--- src/pkg/spfp_pkg.sv ---
// Constants shared by the speech parameter frame packer and unpacker.
package spfp_pkg;

  // Frame size and short-term filter field layout (frame bit n sits at
  // vector index n-1).
  localparam int FRAME_BITS = 260;
  localparam int NUM_LAR    = 8;
  localparam int LAR_MAX_W  = 6;
  localparam int LAR_BITS   = 36;
  localparam int LAR_W   [NUM_LAR] = '{6, 6, 5, 5, 4, 4, 3, 3};
  localparam int LAR_POS [NUM_LAR] = '{0, 6, 12, 17, 22, 26, 30, 33};

  // Sub-frame group layout, offsets relative to the group start.
  localparam int NUM_SUB   = 4;
  localparam int SUB_BITS  = 56;
  localparam int NUM_PULSE = 13;
  localparam int LAG_W     = 7;
  localparam int GAIN_W    = 2;
  localparam int GRID_W    = 2;
  localparam int AMP_W     = 6;
  localparam int PULSE_W   = 3;
  localparam int LAG_OFS   = 0;
  localparam int GAIN_OFS  = 7;
  localparam int GRID_OFS  = 9;
  localparam int AMP_OFS   = 11;
  localparam int PULSE_OFS = 17;

  // Valid range of the lag value.
  localparam logic [LAG_W-1:0] LAG_MIN = 7'h28;
  localparam logic [LAG_W-1:0] LAG_MAX = 7'h78;

  // Frame timing: 160 samples at 8 kHz on a 40 MHz clock.
  localparam int CLK_HZ            = 40000000;
  localparam int SAMPLE_RATE_HZ    = 8000;
  localparam int SAMPLES_PER_FRAME = 160;
  localparam int FRAME_CYCLES_DFLT =
    (CLK_HZ / SAMPLE_RATE_HZ) * SAMPLES_PER_FRAME;
  localparam int CNT_W             = 20;

  // Transcoder delay budget in ms; packing adds one clock cycle.
  localparam int DELAY_MIN_MS = 20;
  localparam int DELAY_MAX_MS = 30;
  localparam int PACK_LAT     = 1;

endpackage : spfp_pkg

--- src/pkg/spfp_param_if.sv ---
// Parameter set of one speech frame, carried between the framer modules.
`timescale 1ns/1ps
`default_nettype none
interface spfp_param_if;
  import spfp_pkg::*;

  // One field per parameter, in frame order; nets, since the unpacker
  // drives them one field at a time.
  wire logic [NUM_LAR-1:0][LAR_MAX_W-1:0]              log_area_ratio_field;
  wire logic [NUM_SUB-1:0][LAG_W-1:0]                  lag;
  wire logic [NUM_SUB-1:0][GAIN_W-1:0]                 gain;
  wire logic [NUM_SUB-1:0][GRID_W-1:0]                 grid;
  wire logic [NUM_SUB-1:0][AMP_W-1:0]                  amp;
  wire logic [NUM_SUB-1:0][NUM_PULSE-1:0][PULSE_W-1:0] pulse;

  modport src (output log_area_ratio_field, output lag, output gain, output grid,
               output amp, output pulse);
  modport snk (input log_area_ratio_field, input lag, input gain, input grid,
               input amp, input pulse);
endinterface : spfp_param_if
`default_nettype wire

--- src/design/spfp_packer.sv ---
// Maps one parameter set onto the 260-bit frame vector.
`timescale 1ns/1ps
`default_nettype none
module spfp_packer
  import spfp_pkg::*;
(
  spfp_param_if.snk              prm,
  output wire logic [FRAME_BITS-1:0] frame
);

  // Short-term filter fields first, LSB at the lowest frame bit.
  for (genvar i = 0; i < NUM_LAR; i++) begin : g_lar
    assign frame[LAR_POS[i] +: LAR_W[i]] = prm.log_area_ratio_field[i][LAR_W[i]-1:0];
  end

  // Four sub-frame groups: lag, gain, grid, amplitude, then pulses.
  for (genvar j = 0; j < NUM_SUB; j++) begin : g_sub
    localparam int BASE = LAR_BITS + j * SUB_BITS;
    assign frame[BASE + LAG_OFS  +: LAG_W]  = prm.lag[j];
    assign frame[BASE + GAIN_OFS +: GAIN_W] = prm.gain[j];
    assign frame[BASE + GRID_OFS +: GRID_W] = prm.grid[j];
    assign frame[BASE + AMP_OFS  +: AMP_W]  = prm.amp[j];
    for (genvar k = 0; k < NUM_PULSE; k++) begin : g_pulse
      localparam int POS = BASE + PULSE_OFS + k * PULSE_W;
      assign frame[POS +: PULSE_W] = prm.pulse[j][k];
    end
  end

endmodule : spfp_packer
`default_nettype wire

--- src/design/spfp_unpacker.sv ---
// Extracts the parameter set from a 260-bit frame vector.
`timescale 1ns/1ps
`default_nettype none
module spfp_unpacker
  import spfp_pkg::*;
(
  input  wire logic [FRAME_BITS-1:0] frame,
  spfp_param_if.src                  prm
);

  // Same positions as the packer; narrow fields are zero-extended.
  for (genvar i = 0; i < NUM_LAR; i++) begin : g_lar
    assign prm.log_area_ratio_field[i] = LAR_MAX_W'(frame[LAR_POS[i] +: LAR_W[i]]);
  end

  // Sub-frame groups in the packer's order and format.
  for (genvar j = 0; j < NUM_SUB; j++) begin : g_sub
    localparam int BASE = LAR_BITS + j * SUB_BITS;
    assign prm.lag[j]  = frame[BASE + LAG_OFS  +: LAG_W];
    assign prm.gain[j] = frame[BASE + GAIN_OFS +: GAIN_W];
    assign prm.grid[j] = frame[BASE + GRID_OFS +: GRID_W];
    assign prm.amp[j]  = frame[BASE + AMP_OFS  +: AMP_W];
    for (genvar k = 0; k < NUM_PULSE; k++) begin : g_pulse
      localparam int POS = BASE + PULSE_OFS + k * PULSE_W;
      assign prm.pulse[j][k] = frame[POS +: PULSE_W];
    end
  end

endmodule : spfp_unpacker
`default_nettype wire

--- src/design/spfp_top.sv ---
// Speech parameter frame packer and unpacker with frame-rate pacing.
`timescale 1ns/1ps
`default_nettype none
module spfp_top
  import spfp_pkg::*;
#(
  parameter int unsigned FRAME_CYCLES = FRAME_CYCLES_DFLT
) (
  input  wire logic                                   clk,
  input  wire logic                                   rst_n,
  // Encoder parameter side.
  input  wire logic                                   enc_valid,
  output logic                                        enc_ready,
  input  wire logic [NUM_LAR-1:0][LAR_MAX_W-1:0]      enc_lar,
  input  wire logic [NUM_SUB-1:0][LAG_W-1:0]          enc_lag,
  input  wire logic [NUM_SUB-1:0][GAIN_W-1:0]         enc_gain,
  input  wire logic [NUM_SUB-1:0][GRID_W-1:0]         enc_grid,
  input  wire logic [NUM_SUB-1:0][AMP_W-1:0]          enc_amp,
  input  wire logic [NUM_SUB-1:0][NUM_PULSE-1:0][PULSE_W-1:0] enc_pulse,
  // Packed frame toward channel coding.
  output logic [FRAME_BITS-1:0]                       frame_data,
  output logic                                        frame_valid,
  output logic                                        frame_lag_err,
  output logic                                        frame_missed,
  // Received frame from channel decoding.
  input  wire logic [FRAME_BITS-1:0]                  rx_frame,
  input  wire logic                                   rx_valid,
  // Unpacked parameters toward the speech decoder.
  output logic                                        dec_valid,
  output logic                                        dec_lag_err,
  output logic [NUM_LAR-1:0][LAR_MAX_W-1:0]           dec_lar,
  output logic [NUM_SUB-1:0][LAG_W-1:0]               dec_lag,
  output logic [NUM_SUB-1:0][GAIN_W-1:0]              dec_gain,
  output logic [NUM_SUB-1:0][GRID_W-1:0]              dec_grid,
  output logic [NUM_SUB-1:0][AMP_W-1:0]               dec_amp,
  output logic [NUM_SUB-1:0][NUM_PULSE-1:0][PULSE_W-1:0] dec_pulse
);

  localparam logic [CNT_W-1:0] CNT_LAST = CNT_W'(FRAME_CYCLES - 1);

  spfp_param_if enc_if ();
  spfp_param_if dec_if ();

  logic [FRAME_BITS-1:0] packed_frame;
  logic [CNT_W-1:0]      period_cnt_q;
  logic                  period_end;
  logic                  slot_open_q;
  logic                  accept;
  logic                  enc_lag_bad;
  logic                  rx_lag_bad;
  logic [FRAME_BITS-1:0] frame_data_q;
  logic                  frame_valid_q;
  logic                  frame_lag_err_q;
  logic                  frame_missed_q;
  logic                  dec_valid_q;
  logic                  dec_lag_err_q;
  logic [NUM_LAR-1:0][LAR_MAX_W-1:0]              dec_lar_q;
  logic [NUM_SUB-1:0][LAG_W-1:0]                  dec_lag_q;
  logic [NUM_SUB-1:0][GAIN_W-1:0]                 dec_gain_q;
  logic [NUM_SUB-1:0][GRID_W-1:0]                 dec_grid_q;
  logic [NUM_SUB-1:0][AMP_W-1:0]                  dec_amp_q;
  logic [NUM_SUB-1:0][NUM_PULSE-1:0][PULSE_W-1:0] dec_pulse_q;

  // Encoder ports feed the packer through the parameter carrier.
  assign enc_if.log_area_ratio_field   = enc_lar;
  assign enc_if.lag   = enc_lag;
  assign enc_if.gain  = enc_gain;
  assign enc_if.grid  = enc_grid;
  assign enc_if.amp   = enc_amp;
  assign enc_if.pulse = enc_pulse;

  spfp_packer u_packer (
    .prm   (enc_if),
    .frame (packed_frame)
  );

  spfp_unpacker u_unpacker (
    .frame (rx_frame),
    .prm   (dec_if)
  );

  // Lag range checks on both sides; the value itself passes untouched.
  always_comb begin
    enc_lag_bad = 1'b0;
    rx_lag_bad  = 1'b0;
    for (int j = 0; j < NUM_SUB; j++) begin
      if (enc_lag[j] < LAG_MIN || enc_lag[j] > LAG_MAX) begin
        enc_lag_bad = 1'b1;
      end
      if (dec_if.lag[j] < LAG_MIN || dec_if.lag[j] > LAG_MAX) begin
        rx_lag_bad = 1'b1;
      end
    end
  end

  // Frame period counter: one slot per 160-sample period.
  assign period_end = (period_cnt_q == CNT_LAST);

  always_ff @(posedge clk) begin
    if (!rst_n) begin
      period_cnt_q <= '0;
    end else if (period_end) begin
      period_cnt_q <= '0;
    end else begin
      period_cnt_q <= period_cnt_q + CNT_W'(1);
    end
  end

  // The slot opens at each period start and closes on acceptance; a new
  // period opening in the same cycle as an accept wins.
  always_ff @(posedge clk) begin
    if (!rst_n) begin
      slot_open_q <= 1'b1;
    end else if (period_end) begin
      slot_open_q <= 1'b1;
    end else if (accept) begin
      slot_open_q <= 1'b0;
    end
  end

  assign enc_ready = slot_open_q;
  assign accept    = enc_valid && slot_open_q;

  // Packed frame register, loaded in the accept cycle.
  always_ff @(posedge clk) begin
    if (!rst_n) begin
      frame_data_q <= '0;
    end else if (accept) begin
      frame_data_q <= packed_frame;
    end
  end

  // Single-cycle frame strobe with its lag range flag.
  always_ff @(posedge clk) begin
    if (!rst_n) begin
      frame_valid_q   <= 1'b0;
      frame_lag_err_q <= 1'b0;
    end else begin
      frame_valid_q   <= accept;
      frame_lag_err_q <= accept && enc_lag_bad;
    end
  end

  // Flags a period that ended without any parameter set delivered.
  always_ff @(posedge clk) begin
    if (!rst_n) begin
      frame_missed_q <= 1'b0;
    end else begin
      frame_missed_q <= period_end && slot_open_q && !accept;
    end
  end

  // Unpacked parameters are captured on each received frame.
  always_ff @(posedge clk) begin
    if (!rst_n) begin
      dec_lar_q   <= '0;
      dec_lag_q   <= '0;
      dec_gain_q  <= '0;
      dec_grid_q  <= '0;
      dec_amp_q   <= '0;
      dec_pulse_q <= '0;
    end else if (rx_valid) begin
      dec_lar_q   <= dec_if.log_area_ratio_field;
      dec_lag_q   <= dec_if.lag;
      dec_gain_q  <= dec_if.gain;
      dec_grid_q  <= dec_if.grid;
      dec_amp_q   <= dec_if.amp;
      dec_pulse_q <= dec_if.pulse;
    end
  end

  // Decode strobe follows the received frame by one cycle.
  always_ff @(posedge clk) begin
    if (!rst_n) begin
      dec_valid_q   <= 1'b0;
      dec_lag_err_q <= 1'b0;
    end else begin
      dec_valid_q   <= rx_valid;
      dec_lag_err_q <= rx_valid && rx_lag_bad;
    end
  end

  // Output assignments from the registers.
  assign frame_data    = frame_data_q;
  assign frame_valid   = frame_valid_q;
  assign frame_lag_err = frame_lag_err_q;
  assign frame_missed  = frame_missed_q;
  assign dec_valid     = dec_valid_q;
  assign dec_lag_err   = dec_lag_err_q;
  assign dec_lar       = dec_lar_q;
  assign dec_lag       = dec_lag_q;
  assign dec_gain      = dec_gain_q;
  assign dec_grid      = dec_grid_q;
  assign dec_amp       = dec_amp_q;
  assign dec_pulse     = dec_pulse_q;

  localparam int S2 = LAR_BITS + SUB_BITS;
  localparam int S4 = LAR_BITS + 3 * SUB_BITS;
  localparam int P12 = PULSE_OFS + (NUM_PULSE - 1) * PULSE_W;

  // Accepts seen in the current period, read only by a check.
  logic [1:0] acc_in_period_q;
  always_ff @(posedge clk) begin
    if (!rst_n || period_end) begin
      acc_in_period_q <= 2'h0;
    end else if (accept && acc_in_period_q != 2'h3) begin
      acc_in_period_q <= acc_in_period_q + 2'h1;
    end
  end
endmodule : spfp_top
`default_nettype wire

--- config.mk ---
export PLATFORM = sky130hd
export DESIGN_NAME = spfp_top
export DESIGN_NICKNAME = d
export VERILOG_FILES = /design/src/pkg/spfp_pkg.sv /design/src/pkg/spfp_param_if.sv /design/src/design/spfp_packer.sv /design/src/design/spfp_unpacker.sv /design/src/design/spfp_top.sv
export SDC_FILE = /design/constraint.sdc
export NUM_CORES = 1
export LEC_CHECK = 0
export BUFFER_PORTS_ARGS = -buffer_cell sky130_fd_sc_hd__buf_2
export CAP_MARGIN = 20
export CORE_AREA = 3 3 420 422
export CTS_BUF_LIST = sky130_fd_sc_hd__clkbuf_8
export CTS_CLUSTER_SIZE = 30
export DETAILED_ROUTE_END_ITERATION = 7
export DIE_AREA = 0 0 423 425
export GPL_ROUTABILITY_DRIVEN = 0
export MAX_ROUTING_LAYER = met4
export PLACE_DENSITY_LB_ADDON = 0.2
export SYNTH_ARGS = -nofsm -noshare
export SYNTH_HDL_FRONTEND = slang
export SYNTH_HIERARCHICAL = 1
export SYNTH_SLANG_ARGS = --single-unit
export TNS_END_PERCENT = 5
--- constraint.sdc ---
create_clock -name clk -period 2.13 [get_ports clk]
set_input_delay 0.3195 -clock clk [delete_from_list [all_inputs] [get_ports clk]]
set_output_delay 0.3195 -clock clk [all_outputs]
set_load 0.1 [all_outputs]
==> results by group <==
Run status
  – Status: complete, no violations

Synthesis
  – Syn Inst Count: 2698
  – Yosys cell types: 43
  – Multiplexer area fraction after synthesis: between 10% and 20%
  – Synth Area in Simple Gates: between 10% and 20%
  – Number of synthesized register bits: roughly 560
  – Yosys Warn Count: 6
  – Sequential area share after synthesis: between 40% and 50%
  – Post-Synth XOR/XNOR Area: less than 1%
  – EDFF count, synth: 0
  – Largest family of logic cells by synthesized area: buffers and inverters
  – Netlist Area Pre-Place: 24980 µm²
  – Adder-cell area share of the yosys netlist: less than 1%
  – Post-synthesis compound-gate area fraction: ~8.5%
  – Top_reg_cell synth: dfxtp_1
  – Synth Area per Inst: around 9.3 µm²
  – Asr flop ratio synth: 0%

Clocking
  – Clk Latency, worst-skew pair: 800 ps
  – Clk buf depth: 3
  – Worst-path clk slew: about 60 ps
  – Post-CTS setup repair buffer count: 0
  – TritonCTS clock tree: built
  – CTS Buf Count: 116
  – Num Clock Sinks: about 560
  – Root buf cell: clkbuf_8
  – CTS H-tree depth: 3

Route
  – Via density per instance: approximately 3.4
  – ANT nets after route: 0
  – Routed len/inst: around 16 µm
  – Routed vias: approximately 21k
  – Drt total wl: just over 100000 µm
  – Initial drt markers: around 720
  – DR DRC count: 0
  – TritonRoute pass-1 iters: 4

Setup path
  – Crit path from: enc_ready
  – CP bufs+invs: 2
  – Critical path required time: between 2000 and 3000 ps
  – Worst path arrival time: 2780 ps
  – CP startpoint kind: flip-flop
  – Crit-path leading delay family: buffers and inverters
  – Crit path kind: flip-flop to flip-flop
  – Slowest-stage cell, CP: dlygate4sd3_1
  – Critical Path Max Stage Delay: between 500 and 600 ps
  – CP Max Fanout: 39
  – Critical path endpoint category: flip-flop
  – Worst r2r src: enc_ready
  – Crit path cell chain: nand2_4, buf_12, nand2_1, a21boi_0, dlygate4sd3_1

Global routing
  – Pin count of the biggest net entering global routing: about 110
  – First-pass GRT wire length: between 100000 and 150000 µm
  – Remaining global-route overflow: 0
  – Total Routing Usage GR: 11.29%
  – Vias in the first global route: approximately 22k
  – Initial antenna violation count: 3

Power and ir drop
  – P per Cell Area: slightly above 800 nW/µm²
  – Total Power: 30.55 mW
  – LEAKAGE: 17.13 nW
  – Maximum VDD drop: 0.4281 mV

STA
  – RSZ-0062 raised after global routing: yes
  – Minimum clock period: roughly 2000 ps
  – Max Slew Vio Count: 0
  – Worst slew pin tran: just under 600 ps
  – Final Setup Violations: 0
  – FMAX: roughly 0.49 GHz
  – Tcrit/Tclk final: between 90% and 100%
  – Relative slew margins: about three fifths
  – Final number of hold-violating endpoints: 0
  – Clock skew: 31.02 ps

Layout
  – Multi-input gate area: around 9200 µm²
  – Fill count: 19.44k
  – Area Growth Syn to Fin: 49.87%
  – Share of layout cells above drive strength 1: about a third
  – # nets final: 4383
  – Register area: ~11000 µm²
  – Post-route core utilization: roughly 22%

Die
  – Initial core utilization: between 10% and 20%
  – Die width: between 400 and 500 µm
  – Die Y: roughly 430 µm
  – Ports: 1074
  – # rows: ~150
  – Die footprint: between 150000 and 200000 µm²
  – CORE AREA: approximately 170000 µm²

Min path
  – Hold_sp: rx_valid
  – Worst min-delay path class: input pin to flip-flop

Placement
  – Detailed Place HPWL: between 70000 and 80000 µm
  – PortBufs: ~1.1k

Run
  – Max-cap viol count: 0
[cells by family (layout without fill, tap and decap cells)]
family                     after synthesis  in the layout
DFF                                    558            558
other                                    1             17
muxes                                  272            272
buffers and inverters                  689           1901
xor gates and xnor gates                15             15
and+or+nand+nor                        880            880
adders and majority gates                1              1
AOI/OAI and AO/OA                      282            282
[cell type report]
| type | count | area share, % |
|---|---|---|
| diodes | 5 | 0.03342 |
| clock buffers | 137 | 5.036 |
| clock inverters | 56 | 0.7853 |
| inverters | 5 | 0.05013 |
| multi-input cells | 1462 | 24.54 |
| flip-flops and latches | 558 | 29.84 |
| well taps | 2325 | 7.770 |
| repair buffers | 1703 | 31.95 |
[cells in the final DEF, fill, tap and decap left out, types with 3 or more instances in the layout]
cell type,count
diode_2,5
mux2i_1,272
o22ai_1,4
a21boi_0,260
dlygate4sd3_1,565
conb_1,12
o21a_1,8
nand2_1,524
inv_1,47
clkinvlp_4,4
buf_12,22
dfxtp_1,558
buf_6,4
clkinv_2,7
xor2_1,6
clkbuf_8,137
buf_4,95
xnor2_1,9
nor4_1,5
nor2_1,26
and2_1,3
nand4_1,11
nor3_1,13
nor2b_1,272
nand3_1,11
buf_2,1015
[worst reg2reg max path, cell delays in order (launching register included)]
cell and delay [ps]:
dfxtp_1 380, nand2_4 400, buf_12 360, nand2_1 90
a21boi_0 180, dlygate4sd3_1 570
[worst paths after layout]
| check | end | slack [ps] | cells after the start |
|---|---|---|---|
| setup reg to reg | frame_data[121] | 90 | 5 |
| hold / removal | dec_amp[12] | 180 | 4 |
| setup / recovery | frame_data[121] | 90 | 5 |
| hold reg to reg | frame_data[128] | 450 | 2 |
[state kept, by name, indices dropped and copies added (netlist names)]
signal,count
dec_amp,24
dec_lag,28
dec_lag_err,1
frame_data,260
enc_ready,1
period_cnt_q,20
frame_missed,1
dec_valid,1
dec_gain,8
dec_lar,48
frame_valid,1
dec_pulse,156
frame_lag_err,1
dec_grid,8
[timing repair]
item                                    CTS  global route
endpoints found under the setup margin   44            20
hold endpoints to repair                545             0
pin swaps                                 0             0
hold buffers                            565             0
resized for setup                        47             1
[synth_stat cells, types with 2 or more instances]
master | n | area [µm²]
nor2b_1 | 272 | 1702
nand3_1 | 11 | 55.05
a21boi_0 | 260 | 1952
o22ai_1 | 4 | 25.02
nor3_1 | 13 | 65.06
buf_2 | 57 | 285.3
nor2_1 | 26 | 97.59
o31a_1 | 2 | 17.52
and3_1 | 2 | 12.51
dfxtp_1 | 558 | 11170
clkbuf_1 | 87 | 326.6
inv_1 | 5 | 18.77
buf_4 | 532 | 3994
buf_6 | 3 | 33.78
nand2_1 | 525 | 1971
o21a_1 | 8 | 60.06
mux2i_1 | 272 | 2723
xor2_1 | 6 | 52.55
buf_1 | 5 | 18.77
nand4_1 | 11 | 68.82
or4_1 | 2 | 15.01
nor4_1 | 5 | 31.28
xnor2_1 | 9 | 78.83
and2_1 | 4 | 25.02
[layer usage]
| layer | vias up | wire, µm | global-route usage (%) |
|---|---|---|---|
| li1 | 10468 | - | - |
| met3 | 169 | 5107 | 2.710 |
| met4 | 0 | 2754 | 3.609 |
| met2 | 585 | 51530 | 19.07 |
| met5 | - | 0 | - |
| met1 | 9881 | 43320 | 13.17 |
[power by group]
group | internal, mW | switching, mW | leakage, nW | total, mW
logic | 2.20 | 6.02 | 11.3 | 8.22
clock network | 5.96 | 5.00 | 1.27 | 11.0
registers | 11.0 | 0.325 | 4.59 | 11.4
[per-stage QoR]
| stage | instances | setup WS (ps) | hold WS, ps | cell area, µm² | setup TNS, ps |
|---|---|---|---|---|---|
| finish | 6251 | 86.94 | 181.6 | 37440 | 0 |
| CTS | 6246 | 0.5062 | 2.306 | 37420 | 0 |
| global placement | 5488 | 229.2 | 446.8 | 29470 | 0 |
| global route | 6250 | -131.4 | 48.58 | 37440 | -1290 |
| detailed placement | 5488 | 231.0 | 452.3 | 29470 | 0 |
| floorplan | 2709 | 135.5 | 441.3 | 25020 | 0 |
No activity file was read; power rests on OpenSTA's default activity.
